==> src/verilog/irq_consts.svh <==
// Constants for the interrupt and watchdog unit
`ifndef IRQ_CONSTS_SVH
`define IRQ_CONSTS_SVH
// ========
// Fetch vectors
`define VEC_W          12
`define VEC_TRAP       12'h001
`define VEC_HW         12'h008
// ========
// Register byte offsets
`define REG_FLAG       8'h00
`define REG_ENABLE     8'h04
`define REG_POWER      8'h08
`define REG_STATUS     8'h0C
`define REG_WAKE_A     8'h10
`define REG_WAKE_B     8'h14
`define REG_EXT        8'h18
`define REG_WDT        8'h1C
`define REG_CORE       8'h20
// ========
// Event bit positions in flag and enable
`define EV_TIMER0      0
`define EV_TIMER1      1
`define EV_TIMER3      2
`define EV_PIN_CHANGE  3
`define EV_EXT0        4
`define EV_EXT1        5
`define EV_WATCHDOG    6
`define EV_LOW_VOLT    7
// ========
// Field positions and reset values
`define PWR_RUN_BIT    7
`define STAT_EXP_BIT   4
`define PWR_RUN_RST    1'b1
`define EXP_N_RST      1'b1
// ========
// Watchdog base periods in microseconds
`define WDT_T0_US      3500
`define WDT_T1_US      15000
`define WDT_T2_US      60000
`define WDT_T3_US      250000
`define WDT_OSC_KHZ    32
`endif

==> src/verilog/irq_pkg.sv <==
// Types shared by the interrupt and watchdog unit
`default_nettype none
package irq_pkg;
  // Service state of the interrupt sequencer
  typedef enum logic [1:0] {
    SVC_IDLE,
    SVC_TRAP,
    SVC_HW
  } service_state_t;
endpackage
`default_nettype wire

==> src/verilog/irq_and_watchdog_unit.sv <==
// Interrupt controller and watchdog with an APB register slave
`include "irq_consts.svh"
`default_nettype none
// Behaviour
// Eight hardware event sources are recognised
// Trap vectors to 0x001, clears global enable
// Enable/disable instructions set/clear global enable
// Return sets global enable and resumes
// Event flags stick until software writes zero
// Flag reads only while its enable set
// Enabled pending flag vectors to 0x008
// Handler must not enable just before return
// Timer0 overflow sets its flag
// Timer1 underflow sets its flag
// Timer3 underflow sets its flag
// Enabled input pin changes set shared flag
// Edge select suppresses change on PB0/PB1
// Watchdog exists by config, runs by bit
// Watchdog counts its own free oscillator
// Expiry resets or interrupts, clears timeout bit
// Base period 3.5, 15, 60, 250 ms
// Prescaler ratio depends on expiry mode
// Kick clears counters and sets timeout bit
// Interrupt-mode expiry sets flag bit six
// Selected edge on PB0/PB1 sets flags
// Low-voltage falling output sets its flag
// Event wins over simultaneous software clear
// Several pending flags share one interrupt
module irq_and_watchdog_unit #(
  // Base watchdog periods in oscillator ticks
  parameter int unsigned WDT_CNT_0 = `WDT_T0_US * `WDT_OSC_KHZ / 1000,
  parameter int unsigned WDT_CNT_1 = `WDT_T1_US * `WDT_OSC_KHZ / 1000,
  parameter int unsigned WDT_CNT_2 = `WDT_T2_US * `WDT_OSC_KHZ / 1000,
  parameter int unsigned WDT_CNT_3 = `WDT_T3_US * `WDT_OSC_KHZ / 1000
) (
  // Clock and reset
  input  wire logic        pclk,
  input  wire logic        presetn,
  // APB slave
  input  wire logic        psel,
  input  wire logic        penable,
  input  wire logic        pwrite,
  input  wire logic [7:0]  paddr,
  input  wire logic [31:0] pwdata,
  output logic [31:0]      prdata,
  output logic             pready,
  output logic             pslverr,
  // Instruction strobes from the core decoder
  input  wire logic        op_trap,
  input  wire logic        irq_on_instruction,
  input  wire logic        irq_off_instruction,
  input  wire logic        return_from_irq_instruction,
  input  wire logic        kick_watchdog_instruction,
  // Fetch redirection to the core
  output logic             fetch_redirect,
  output logic [11:0]      fetch_vector,
  output logic             global_irq_enable,
  // Configuration words
  input  wire logic        cfg_watchdog_exists,
  input  wire logic        cfg_watchdog_irq_mode,
  input  wire logic [1:0]  cfg_watchdog_period,
  // Timer events from same-clock logic
  input  wire logic        timer0_overflow,
  input  wire logic        timer1_underflow,
  input  wire logic        timer3_underflow,
  // Asynchronous pins
  input  wire logic [7:0]  porta_in,
  input  wire logic [5:0]  portb_in,
  input  wire logic [13:0] pin_is_input,
  input  wire logic        low_voltage_out,
  input  wire logic        watchdog_osc,
  // Watchdog reset request
  output logic             watchdog_reset_req
);

  // ========
  // Register state
  logic [7:0] event_flag_reg;      // Sticky event flags
  logic [7:0] event_enable_reg;    // Per-source enables
  logic       watchdog_run_enable; // Power control run bit
  logic       watchdog_expired_n;  // Timeout status, low on expiry
  logic [7:0] porta_wake_enable;   // Port A change enables
  logic [5:0] portb_wake_enable;   // Port B change enables
  logic       ext_edge0_select;    // PB0 edge mode
  logic       ext_edge1_select;    // PB1 edge mode
  logic       ext_edge_polarity;   // 1 rising, 0 falling
  logic       prescaler0_to_watchdog;      // Prescaler owner
  logic [2:0] prescaler0_ratio_select;     // Prescaler ratio
  irq_pkg::service_state_t state_r;        // Service state
  irq_pkg::service_state_t state_nxt;      // Next service state

  // ========
  // Event wires from submodules, and the selected watchdog period
  logic        change_ev;   // Pin change pulse
  logic        ext0_ev;     // PB0 edge pulse
  logic        ext1_ev;     // PB1 edge pulse
  logic        low_volt_ev; // Detector fall pulse
  logic        wdt_expire;  // Watchdog expiry pulse
  logic [19:0] base_limit;  // Selected base period

  // ========
  // APB decode
  wire setup_ph = psel & ~penable;                   // Setup phase
  wire wr_en    = psel & penable & pready & pwrite; // Write commits
  wire hit_flag   = (paddr == `REG_FLAG);
  wire hit_enable = (paddr == `REG_ENABLE);
  wire hit_power  = (paddr == `REG_POWER);
  wire hit_status = (paddr == `REG_STATUS);
  wire hit_wake_a = (paddr == `REG_WAKE_A);
  wire hit_wake_b = (paddr == `REG_WAKE_B);
  wire hit_ext    = (paddr == `REG_EXT);
  wire hit_wdt    = (paddr == `REG_WDT);
  wire hit_core   = (paddr == `REG_CORE);
  // Any mapped offset
  wire hit_any = hit_flag | hit_enable | hit_power | hit_status | hit_wake_a
                 | hit_wake_b | hit_ext | hit_wdt | hit_core;

  // ========
  // Event collection
  wire wdt_run      = cfg_watchdog_exists & watchdog_run_enable;
  wire wdt_irq_ev   = wdt_expire & cfg_watchdog_irq_mode;
  wire wdt_reset_ev = wdt_expire & ~cfg_watchdog_irq_mode;
  // One bit per hardware source
  logic [7:0] hw_ev;
  assign hw_ev[`EV_TIMER0]     = timer0_overflow;
  assign hw_ev[`EV_TIMER1]     = timer1_underflow;
  assign hw_ev[`EV_TIMER3]     = timer3_underflow;
  assign hw_ev[`EV_PIN_CHANGE] = change_ev;
  assign hw_ev[`EV_EXT0]       = ext0_ev;
  assign hw_ev[`EV_EXT1]       = ext1_ev;
  assign hw_ev[`EV_WATCHDOG]   = wdt_irq_ev;
  assign hw_ev[`EV_LOW_VOLT]   = low_volt_ev;

  // ========
  // Flag update: writing 0 clears, event wins
  wire [7:0] flag_clr = (wr_en & hit_flag) ? ~pwdata[7:0] : 8'h00;
  wire [7:0] flag_nxt = (event_flag_reg & ~flag_clr) | hw_ev;

  // ========
  // Interrupt decision
  wire [7:0] armed      = event_flag_reg & event_enable_reg;
  wire       hw_pending = |armed;
  wire       take_trap  = op_trap;
  wire       take_hw    = ~op_trap & global_irq_enable & hw_pending;
  // Global enable next value
  wire       gie_nxt = (take_trap | take_hw) ? 1'b0 :
                       (return_from_irq_instruction | irq_on_instruction) ? 1'b1 :
                       irq_off_instruction ? 1'b0 :
                       global_irq_enable;

  // ========
  // Watchdog period select
  assign base_limit = (cfg_watchdog_period == 2'h0) ? 20'(WDT_CNT_0) :
                      (cfg_watchdog_period == 2'h1) ? 20'(WDT_CNT_1) :
                      (cfg_watchdog_period == 2'h2) ? 20'(WDT_CNT_2) :
                      20'(WDT_CNT_3);

  // ========
  // Read data mux
  wire [31:0] rd_data =
    hit_flag   ? {24'h000000, armed} :
    hit_enable ? {24'h000000, event_enable_reg} :
    hit_power  ? {24'h000000, watchdog_run_enable, 7'h00} :
    hit_status ? {24'h000000, 3'h0, watchdog_expired_n, 4'h0} :
    hit_wake_a ? {24'h000000, porta_wake_enable} :
    hit_wake_b ? {26'h0000000, portb_wake_enable} :
    hit_ext    ? {29'h00000000, ext_edge_polarity, ext_edge1_select, ext_edge0_select} :
    hit_wdt    ? {28'h0000000, prescaler0_to_watchdog, prescaler0_ratio_select} :
    hit_core   ? {29'h00000000, 2'(state_r), global_irq_enable} :
    32'h00000000;

  // ========
  // Service state sequencing
  always_comb begin
    state_nxt = state_r;
    case (state_r)
      irq_pkg::SVC_IDLE: begin
        if (take_trap) begin
          state_nxt = irq_pkg::SVC_TRAP;
        end else if (take_hw) begin
          state_nxt = irq_pkg::SVC_HW;
        end
      end
      irq_pkg::SVC_TRAP, irq_pkg::SVC_HW: begin
        // Return ends service; nested entries restart it
        if (take_trap) begin
          state_nxt = irq_pkg::SVC_TRAP;
        end else if (take_hw) begin
          state_nxt = irq_pkg::SVC_HW;
        end else if (return_from_irq_instruction) begin
          state_nxt = irq_pkg::SVC_IDLE;
        end
      end
      default: begin
        state_nxt = irq_pkg::SVC_IDLE;
      end
    endcase
  end

  // ========
  // APB answer registers, zero wait states
  always_ff @(posedge pclk or negedge presetn) begin
    if (!presetn) begin
      pready  <= 1'b0;
      prdata  <= 32'h00000000;
      pslverr <= 1'b0;
    end else begin
      pready <= setup_ph;
      if (setup_ph) begin
        prdata  <= pwrite ? 32'h00000000 : rd_data;
        pslverr <= ~hit_any;
      end
    end
  end

  // ========
  // Event flags
  always_ff @(posedge pclk or negedge presetn) begin
    if (!presetn) begin
      event_flag_reg <= 8'h00;
    end else begin
      event_flag_reg <= flag_nxt;
    end
  end

  // ========
  // Software configuration registers
  always_ff @(posedge pclk or negedge presetn) begin
    if (!presetn) begin
      event_enable_reg        <= 8'h00;
      watchdog_run_enable     <= `PWR_RUN_RST;
      porta_wake_enable       <= 8'h00;
      portb_wake_enable       <= 6'h00;
      ext_edge0_select        <= 1'b0;
      ext_edge1_select        <= 1'b0;
      ext_edge_polarity       <= 1'b0;
      prescaler0_to_watchdog  <= 1'b0;
      prescaler0_ratio_select <= 3'h0;
    end else if (wr_en) begin
      if (hit_enable) begin
        event_enable_reg <= pwdata[7:0];
      end
      if (hit_power) begin
        watchdog_run_enable <= pwdata[`PWR_RUN_BIT];
      end
      if (hit_wake_a) begin
        porta_wake_enable <= pwdata[7:0];
      end
      if (hit_wake_b) begin
        portb_wake_enable <= pwdata[5:0];
      end
      if (hit_ext) begin
        ext_edge0_select  <= pwdata[0];
        ext_edge1_select  <= pwdata[1];
        ext_edge_polarity <= pwdata[2];
      end
      if (hit_wdt) begin
        prescaler0_to_watchdog  <= pwdata[3];
        prescaler0_ratio_select <= pwdata[2:0];
      end
    end
  end

  // ========
  // Timeout status: expiry beats kick
  always_ff @(posedge pclk or negedge presetn) begin
    if (!presetn) begin
      watchdog_expired_n <= `EXP_N_RST;
    end else if (wdt_expire) begin
      watchdog_expired_n <= 1'b0;
    end else if (kick_watchdog_instruction) begin
      watchdog_expired_n <= 1'b1;
    end
  end

  // ========
  // Global enable, service state, fetch outputs
  always_ff @(posedge pclk or negedge presetn) begin
    if (!presetn) begin
      global_irq_enable  <= 1'b0;
      state_r            <= irq_pkg::SVC_IDLE;
      fetch_redirect     <= 1'b0;
      fetch_vector       <= 12'h000;
      watchdog_reset_req <= 1'b0;
    end else begin
      global_irq_enable  <= gie_nxt;
      state_r            <= state_nxt;
      fetch_redirect     <= take_trap | take_hw;
      watchdog_reset_req <= wdt_reset_ev;
      if (take_trap) begin
        fetch_vector <= `VEC_TRAP;
      end else if (take_hw) begin
        fetch_vector <= `VEC_HW;
      end
    end
  end

  // ========
  // Pin synchronisers and change detection
  pin_change_detect u_pins (
    .pclk        (pclk),
    .presetn     (presetn),
    .pins_in     ({low_voltage_out, portb_in, porta_in}),
    .wake_en     ({portb_wake_enable, porta_wake_enable}),
    .is_input    (pin_is_input),
    .edge_sel    ({ext_edge1_select, ext_edge0_select}),
    .polarity    (ext_edge_polarity),
    .change_ev   (change_ev),
    .ext0_ev     (ext0_ev),
    .ext1_ev     (ext1_ev),
    .low_volt_ev (low_volt_ev)
  );

  // ========
  // Watchdog counter
  watchdog_timer u_wdt (
    .pclk         (pclk),
    .presetn      (presetn),
    .osc          (watchdog_osc),
    .run          (wdt_run),
    .irq_mode     (cfg_watchdog_irq_mode),
    .base_limit   (base_limit),
    .to_prescaler (prescaler0_to_watchdog),
    .ratio_sel    (prescaler0_ratio_select),
    .kick         (kick_watchdog_instruction),
    .expire       (wdt_expire)
  );

endmodule
`default_nettype wire

==> src/verilog/pin_change_detect.sv <==
// Pin synchroniser with level-change, edge and low-voltage detection
`default_nettype none
module pin_change_detect (
  // Clock and reset
  input  wire logic        pclk,
  input  wire logic        presetn,
  // Pins: 7:0 port A, 13:8 port B, 14 detector
  input  wire logic [14:0] pins_in,
  input  wire logic [13:0] wake_en,
  input  wire logic [13:0] is_input,
  input  wire logic [1:0]  edge_sel,
  input  wire logic        polarity,
  // Event pulses
  output logic             change_ev,
  output logic             ext0_ev,
  output logic             ext1_ev,
  output logic             low_volt_ev
);
  // ========
  // Synchroniser and history
  logic [14:0] s1_r;   // First stage, read by s2 only
  logic [14:0] s2_r;   // Second stage
  logic [14:0] prev_r; // Previous settled level
  logic [1:0]  prime_r; // Waits out the chain fill
  logic [13:0] qual;   // Qualified changes
  wire         primed = (prime_r == 2'h3);
  wire  [14:0] rise   = s2_r & ~prev_r;
  wire  [14:0] fall   = ~s2_r & prev_r;
  // Per-pin change qualification
  genvar i;
  generate
    for (i = 0; i < 14; i++) begin : g_pin
      if (i == 8 || i == 9) begin : g_shared
        // Edge mode steals the pin from change detection
        assign qual[i] = (s2_r[i] ^ prev_r[i]) & wake_en[i] & is_input[i]
                         & ~edge_sel[i-8];
      end else begin : g_plain
        assign qual[i] = (s2_r[i] ^ prev_r[i]) & wake_en[i] & is_input[i];
      end
    end
  endgenerate
  // Synchroniser, history and event registers
  always_ff @(posedge pclk or negedge presetn) begin
    if (!presetn) begin
      s1_r        <= 15'h0000;
      s2_r        <= 15'h0000;
      prev_r      <= 15'h0000;
      prime_r     <= 2'h0;
      change_ev   <= 1'b0;
      ext0_ev     <= 1'b0;
      ext1_ev     <= 1'b0;
      low_volt_ev <= 1'b0;
    end else begin
      s1_r        <= pins_in;
      s2_r        <= s1_r;
      prev_r      <= s2_r;
      prime_r     <= primed ? prime_r : prime_r + 2'h1;
      change_ev   <= primed & (|qual);
      ext0_ev     <= primed & edge_sel[0] & (polarity ? rise[8] : fall[8]);
      ext1_ev     <= primed & edge_sel[1] & (polarity ? rise[9] : fall[9]);
      low_volt_ev <= primed & fall[14];
    end
  end
endmodule
`default_nettype wire

==> src/verilog/watchdog_timer.sv <==
// Watchdog counter and prescaler clocked by pclk, advanced by ticks of its own oscillator
`default_nettype none
module watchdog_timer (
  // Clock and reset
  input  wire logic        pclk,
  input  wire logic        presetn,
  // Oscillator pin and control
  input  wire logic        osc,
  input  wire logic        run,
  input  wire logic        irq_mode,
  input  wire logic [19:0] base_limit,
  input  wire logic        to_prescaler,
  input  wire logic [2:0]  ratio_sel,
  input  wire logic        kick,
  // Expiry pulse
  output logic             expire
);
  // ========
  // Oscillator edge detection
  logic        osc1_r;     // First stage, read by osc2 only
  logic        osc2_r;
  logic        osc3_r;
  logic [19:0] base_cnt_r; // Oscillator ticks in base period
  logic [8:0]  pre_cnt_r;  // Base periods counted
  wire         tick  = osc2_r & ~osc3_r;
  // Ratio 1:1..1:128 for reset, 1:2..1:256 for interrupt
  wire  [8:0]  ratio = !to_prescaler ? 9'h001 :
                       irq_mode ? (9'h002 << ratio_sel) : (9'h001 << ratio_sel);
  wire         base_done = run & tick & (base_cnt_r == base_limit - 20'h00001);
  wire         pre_done  = base_done & (pre_cnt_r == ratio - 9'h001);
  // Counters advance only on oscillator ticks
  always_ff @(posedge pclk or negedge presetn) begin
    if (!presetn) begin
      osc1_r     <= 1'b0;
      osc2_r     <= 1'b0;
      osc3_r     <= 1'b0;
      base_cnt_r <= 20'h00000;
      pre_cnt_r  <= 9'h000;
      expire     <= 1'b0;
    end else begin
      osc1_r <= osc;
      osc2_r <= osc1_r;
      osc3_r <= osc2_r;
      expire <= pre_done & ~kick;
      if (kick) begin
        base_cnt_r <= 20'h00000;
        if (to_prescaler) begin
          pre_cnt_r <= 9'h000;
        end
      end else if (run & tick) begin
        base_cnt_r <= base_done ? 20'h00000 : base_cnt_r + 20'h00001;
        if (base_done) begin
          pre_cnt_r <= pre_done ? 9'h000 : pre_cnt_r + 9'h001;
        end
      end
    end
  end
endmodule
`default_nettype wire

==> config.mk <==
export PLATFORM = sky130hd
export DESIGN_NAME = irq_and_watchdog_unit
export DESIGN_NICKNAME = d
export VERILOG_FILES = /design/src/verilog/irq_pkg.sv /design/src/verilog/irq_and_watchdog_unit.sv /design/src/verilog/pin_change_detect.sv /design/src/verilog/watchdog_timer.sv
export VERILOG_INCLUDE_DIRS = /design/src /design/src/verilog
export SDC_FILE = /design/constraint.sdc
export NUM_CORES = 1
export LEC_CHECK = 0
export BUFFER_PORTS_ARGS = -buffer_cell sky130_fd_sc_hd__buf_2
export CORE_MARGIN = 3
export CORE_UTILIZATION = 30
export DETAILED_ROUTE_END_ITERATION = 16
export GPL_ROUTABILITY_DRIVEN = 1
export GPL_TIMING_DRIVEN = 1
export RECOVER_POWER = 25
export SYNTH_ARGS = -nofsm -noshare
export SYNTH_HDL_FRONTEND = slang
export SYNTH_SLANG_ARGS = --single-unit
export TNS_END_PERCENT = 5
==> constraint.sdc <==
create_clock -name pclk -period 2.49 [get_ports pclk]
set_input_delay 0.249 -clock pclk [delete_from_list [all_inputs] [get_ports pclk]]
set_output_delay 0.249 -clock pclk [all_outputs]
set_load 0.02 [all_outputs]
# [After elaboration in Yosys (flattened, before gate mapping)]
# Index checks and enable logic that the tools add are counted.
[totals] reg_bits=174 inputBits=87
[op_classes] n_addsub=5 n_bitwise=92 muxes=39 shift=2 n_reduce_logical=19 eq_ne=18
[ops] cell="two-way mux 9 bit" n=7
[ops] cell="two-way mux 20 bit" n=3
[ops] cell="two-way mux 8 bit" n=7
[ops] cell="AND 1 bit" n=51
[ops] cell="two-way mux 13 bit" n=3
[ops] cell="equality test 8 x 5 -> 1 bit (second input constant)" n=4
[ops] cell="two-way mux 12 bit" n=2
[ops] cell="adder 20 x 1 -> 20 bit (second input constant)" n=1
[ops] cell="equality test 20 bit" n=1
[ops] cell="AND 8 bit" n=2
[ops] cell="equality test 8 x 4 -> 1 bit (second input constant)" n=2
[ops] cell="inverter 8 bit" n=2
[ops] cell="AND 15 bit" n=1
[ops] cell="inverter 15 bit" n=1
[ops] cell="AND reduction 2 bit" n=7
[ops] cell="OR reduction 14 bit" n=1
[ops] cell="subtractor 13 x 1 -> 14 bit (second input constant)" n=1
[ops] cell="XOR 1 bit" n=14
[ops] cell="AND 10 bit" n=1
[ops] cell="two-way mux 2 bit" n=5
[ops] cell="inverter 10 bit" n=1
[ops] cell="bitwise OR 1 bit" n=10
[ops] cell="adder 9 x 1 -> 9 bit (second input constant)" n=1
[ops] cell="equality test 9 bit" n=1
[ops] cell="25 further kinds" n=46

# [Logic depth before layout (Yosys ltp)]
[logic_depth] depth_word=12 depth_mapped=13

# [Modules after synthesis]
# A second synthesis with hierarchy kept.
[unflattened] hier_cells=758 hier_area_um2=7631.1
[modules_own_cells] mod="irq_and_watchdog_unit" cells_per_inst=291 seq_area_each_um2=1403.8 area_each_um2=3041.7 instances=1
[modules_own_cells] mod="watchdog_timer" cells_per_inst=368 seq_area_each_um2=825.8 area_each_um2=2950.3 instances=1
[modules_own_cells] mod="pin_change_detect" cells_per_inst=99 seq_area_each_um2=1276.2 area_each_um2=1639.1 instances=1

# [Least setup slack after synthesis]
# No wires, ideal clock.
[synth_timing] path_kind="reg-to-reg" start="register prescaler0_ratio_select[2]" end="register u_wdt.pre_cnt_r[0]" period_less_slack_ps=2751 path_buffers=2 setup_ps=121 arrival_time_ps=2630 stages_incl_launch_ff=11 slack_ps=-261 path_cell_list="dfrtp_1 > buf_6 > nand2b_1 > or3b_2 > ha_1 > xor2_1 > xnor2_1 > nand4_1 > or4_1 > buf_6 > a22o_1"
[synth_between] elab_chain_cells=10 elab_cells_between_ends=11 classes_between="1 x add/sub; 1 x eq/ne; 2 x shift; 6 x mux; 1 x bitwise"
[synth_rtl] element="start, declared" line_no="irq_and_watchdog_unit.sv:88" text="logic [2:0] prescaler0_ratio_select;"
[synth_rtl] element="start signal, assigned" line_no="irq_and_watchdog_unit.sv:259" text="prescaler0_ratio_select <= pwdata[2:0];"
[synth_rtl] element="left shift 2 x 3 -> 9 bit or left shift 1 x 3 -> 9 bit (tied branches)" line_no="watchdog_timer.sv:28" text="irq_mode ? (9'h002 << ratio_sel) : (9'h001 << ratio_sel);"
[synth_rtl] element="two-way mux 9 bit (*)" line_no="watchdog_timer.sv:28"
[synth_rtl] element="two-way mux 9 bit (*)" line_no="watchdog_timer.sv:27" text="wire [8:0] ratio = !to_prescaler ? 9'h001 :"
[synth_rtl] element="subtractor 9 x 1 -> 9 bit (*)" line_no="watchdog_timer.sv:30" text="wire pre_done = base_done & (pre_cnt_r == ratio - 9'h001);"
[synth_rtl] element="equality test 9 bit (*)" line_no="watchdog_timer.sv:30"
[synth_rtl] element="AND 1 bit (*)" line_no="watchdog_timer.sv:30"
[synth_rtl] element="two-way mux 9 bit (*)" line_no="watchdog_timer.sv:53" text="pre_cnt_r <= pre_done ? 9'h000 : pre_cnt_r + 9'h001;"
[synth_rtl] element="two-way mux 9 bit (*)" line_no="watchdog_timer.sv:52" text="if (base_done) begin"
[synth_rtl] element="two-way mux 9 bit (*)" line_no="watchdog_timer.sv:50" text="end else if (run & tick) begin"
[synth_rtl] element="two-way mux 9 bit (*)" line_no="watchdog_timer.sv:45" text="if (kick) begin"
[synth_rtl] element="end signal, assigned" line_no="watchdog_timer.sv:53"
[synth_rtl] element="end, declared" line_no="watchdog_timer.sv:24" text="logic [8:0] pre_cnt_r;"
# Mark *: on every way between the ends. The rest lies on a longest branch, timed or not. The select of a mux whose other input is x is not followed.
# A chain may end at the register's enable or synchronous reset.

# [Final worst setup path]
[layout_timing] start="register prescaler0_ratio_select[0]" end="register u_wdt.pre_cnt_r[0]"
# Same word-level chain as after synthesis.

==> results.py <==
metrics = {
    "drt": {
        "m1WireLength_um": 7840,
        "wl_per_cell_um": 14.9,
        "routed-wl-met3_um": 754,
        "vias": 4997,
        "first_pass_iters": 4,
        "route.detailed.drc": 0,
        "ant_nets": 0,
        "routed_wl_um": 15800,
        "top_layer": "met4",
        "routed-wl-met2_um": 7080,
        "drtIter0Drc": 279,
        "vias_per_cell": 4.71,
    },
    "logic_synthesis": {
        "synthXorXnorAreaFrac_pct": 3.45,
        "synthCells": 642,
        "synth_fa_ha_area_share_pct": 2.19,
        "synth-seq-cells": 140,
        "ys_seq_area_share_pct": 51.2,
        "synth_top_flop_cell": "dfrtp_1",
        "muxShareOfSynthArea_pct": 6.37,
        "synth_area_um2": 6850,
        "synth-async-reset-ratio_pct": 100,
        "yosysUniqueCellTypes": 77,
        "ys_warn_count": 0,
        "avgSynthCellArea_um2": 10.7,
        "synth_compound_area_share_pct": 12.7,
        "synth_top_family_by_area": "simple AND/OR/NAND/NOR gates",
        "synth_simple_gate_area_share_pct": 17.7,
        "synth_edf_count": 0,
    },
    "placed_design": {
        "gp_congestion": 0.857,
        "io_buffers": 77,
        "place_ws_ns": -0.111,
        "hpwl_um": 11600,
        "dpl.cell_count": 1010,
    },
    "setup_path": {
        "critical_path_depth": 10,
        "cp_num_buf_inv": 2,
        "critPathLaunchType": "flip-flop",
        "worstPathRequired_ns": 2.79,
        "max_stage_delay_ns": 0.52,
        "path_cells": "inv_2 -> ha_4 -> or3b_4 -> ha_4 -> o21ai_1 -> o211ai_1 -> xor2_1 -> or4_1 -> buf_6 -> a22o_1",
        "reg2reg_depth": 10,
        "path_delay_family": "simple AND/OR/NAND/NOR gates",
        "cp.arrival_ns": 2.87,
        "crit_path_max_fanout": 10,
        "critPathMostFrequentCell": "ha_4",
        "path_class": "flip-flop to flip-flop",
        "endpoint_kind": "flip-flop",
        "slowest_stage": "or4_1",
    },
    "pwr": {
        "power.total_mw": 5.48,
        "p_leak_nw": 3.84,
        "peakVddDrop_v": 0.000493,
        "powerDensity_nw_per_um2": 649,
    },
    "layout": {
        "largest_register_ffs": 20,
        "instances_no_fill": 1062,
        "layout_commonest_cell": "dfrtp_1",
        "fin_nets": 868,
        "drive_gt1_share_pct": 24.8,
        "final_cell_mix": "dfrtp_1 (138), buf_2 (75), nand2_1 (57), nor2_1 (43), o21ai_0 (43)",
        "syn2layout_area_growth_pct": 23.2,
        "antennaDiodeCount": 0,
        "finish.utilization_pct": 38.1,
        "top_register": "u_wdt.base_cnt_r",
    },
    "min_path": {
        "worst_hold_path_type": "primary input to flip-flop",
        "worstHoldPathCells": 2,
    },
    "cts": {
        "cts_made_buffers": 17,
        "htreeDepth": 4,
        "clk_transition_reported_paths_ns": 0.06,
        "cts.sinks": 140,
        "post_cts_buffers": 0,
        "tritoncts": "built",
        "cts.path.max_buffers": 2,
        "insertion_delay_ns": 0.42,
        "cts_root_buffer": "clkbuf_16",
    },
    "grt": {
        "grt_antenna_before_repair": 0,
        "grt_max_degree": 80,
        "grt_pass1_vias": 4889,
        "grt_pass1_wl_um": 26000,
        "track_usage_pct": 13.4,
        "gr-total-overflow": 0,
    },
    "die": {
        "rows": 54,
        "fp.dieW_um": 157,
        "ios": 136,
        "die_area_um2": 24700,
        "die_h_um": 157,
        "core_um2": 22200,
        "start_util_pct": 30.9,
    },
    "timing": {
        "drv_slew": 0,
        "final_hold_viol_count": 0,
        "fin_skew_ns": 0.0164,
        "worst_slew_pin_slew_ns": 1.15,
        "setup_ws_ns": -0.0805,
        "post-route-period-util_pct": 103,
        "finalCriticalPeriod_ns": 2.57,
        "setup_viol": 9,
        "clock.fmax_mhz": 389,
        "tns_ns": -0.623,
        "slew_headroom_pct": 23.4,
        "rsz0062_at_grt": "true",
    },
    "status": {
        "status": "finished with violations",
        "violations": "setup timing",
    },
    "run": {
        "max_cap_violations": 0,
    },
}
## power by group
part / internal (mW) / total (mW) / switching, mW
combinational: 0.187 / 0.461 / 0.274
clock: 1.52 / 2.58 / 1.06
sequential: 2.36 / 2.44 / 0.0769
total: 4.07 / 5.48 / 1.41
## worst paths after layout
check | start | endpoint | slack [ns]
max | prescaler0_ratio_select[0]$_DFFE_PN0P_ | u_wdt.pre_cnt_r[0]$_DFFE_PN0P_ | -0.08
min | op_trap | fetch_vector[3]$_DFFE_PN0P_ | 0.06
max reg2reg | prescaler0_ratio_select[0]$_DFFE_PN0P_ | u_wdt.pre_cnt_r[0]$_DFFE_PN0P_ | -0.08
min reg2reg | u_wdt.osc1_r$_DFF_PN0_ | u_wdt.osc2_r$_DFF_PN0_ | 0.35
max in group asynchronous | presetn | u_wdt.osc3_r$_DFF_PN0_ | 0.76
min in group asynchronous | presetn | u_pins.prev_r[6]$_DFF_PN0_ | 0.57
## repair_timing
item	in CTS	in global routing
hold buffers	20	0
setup endpoints to repair	10	10
pin swaps	1	1
hold endpoints to repair	39	0
gates resized for setup	3	0
## cells in the mapped netlist, drive strengths merged, types with 12 or more instances
cell type | count | area [um^2]
a21oi | 26 | 130
a22o | 15 | 131
buf | 46 | 338
dfrtp | 138 | 3450
ha | 12 | 150
inv | 16 | 60.1
mux2 | 29 | 357
nand2 | 59 | 231
nand2b | 16 | 100
nand3 | 22 | 115
nor2 | 45 | 179
o21ai | 47 | 235
xor2 | 19 | 166
## cell type report
| class | count | area (um^2) |
|---|---|---|
| fillers | 2194 | 13700 |
| clock inverters | 14 | 175 |
| clock buffers | 18 | 429 |
| well taps | 280 | 350 |
| multi-input cells | 464 | 3080 |
| inverters | 16 | 60.1 |
| repair buffers | 130 | 847 |
| flip-flops and latches | 140 | 3510 |
## per-layer routing
metal	GRT usage [%]	vias to the layer above
li1	-	2489
met1	19.4	2382
met2	20.3	119
met3	3.05	7
met4	3.35	0
met5	0	-
## kinds of logic (layout without fill, tap and decap cells)
logic type	count (synthesis)	in the layout
AND/OR/NAND/NOR	217	217
buffers and inverters	71	178
adder cells (fa/ha/maj)	12	12
XOR/XNOR	27	27
multiplexers	37	37
AO/OA/AOI/OAI	137	137
flip-flops	140	140
other	1	34
## stage by stage
step	hold WS, ns	instance area, um^2
2_1_floorplan	-0.0466	7010
3_3_place_gp	0.105	7640
3_5_place_dp	0.104	7640
4_1_cts	0.0414	8450
5_1_grt	0.0536	8440
6_report	0.0566	8440
## worst reg2reg max path: cells and delay by family, from the launching register on
kind	cells	cell delay, ns
AO/OA/AOI/OAI	3	0.38
XOR/XNOR	1	0.15
adder cells (fa/ha/maj)	2	0.46
buffers and inverters	2	0.22
flip-flops	1	0.35
AND/OR/NAND/NOR	2	0.90
No activity file was read; power rests on OpenSTA's default activity.
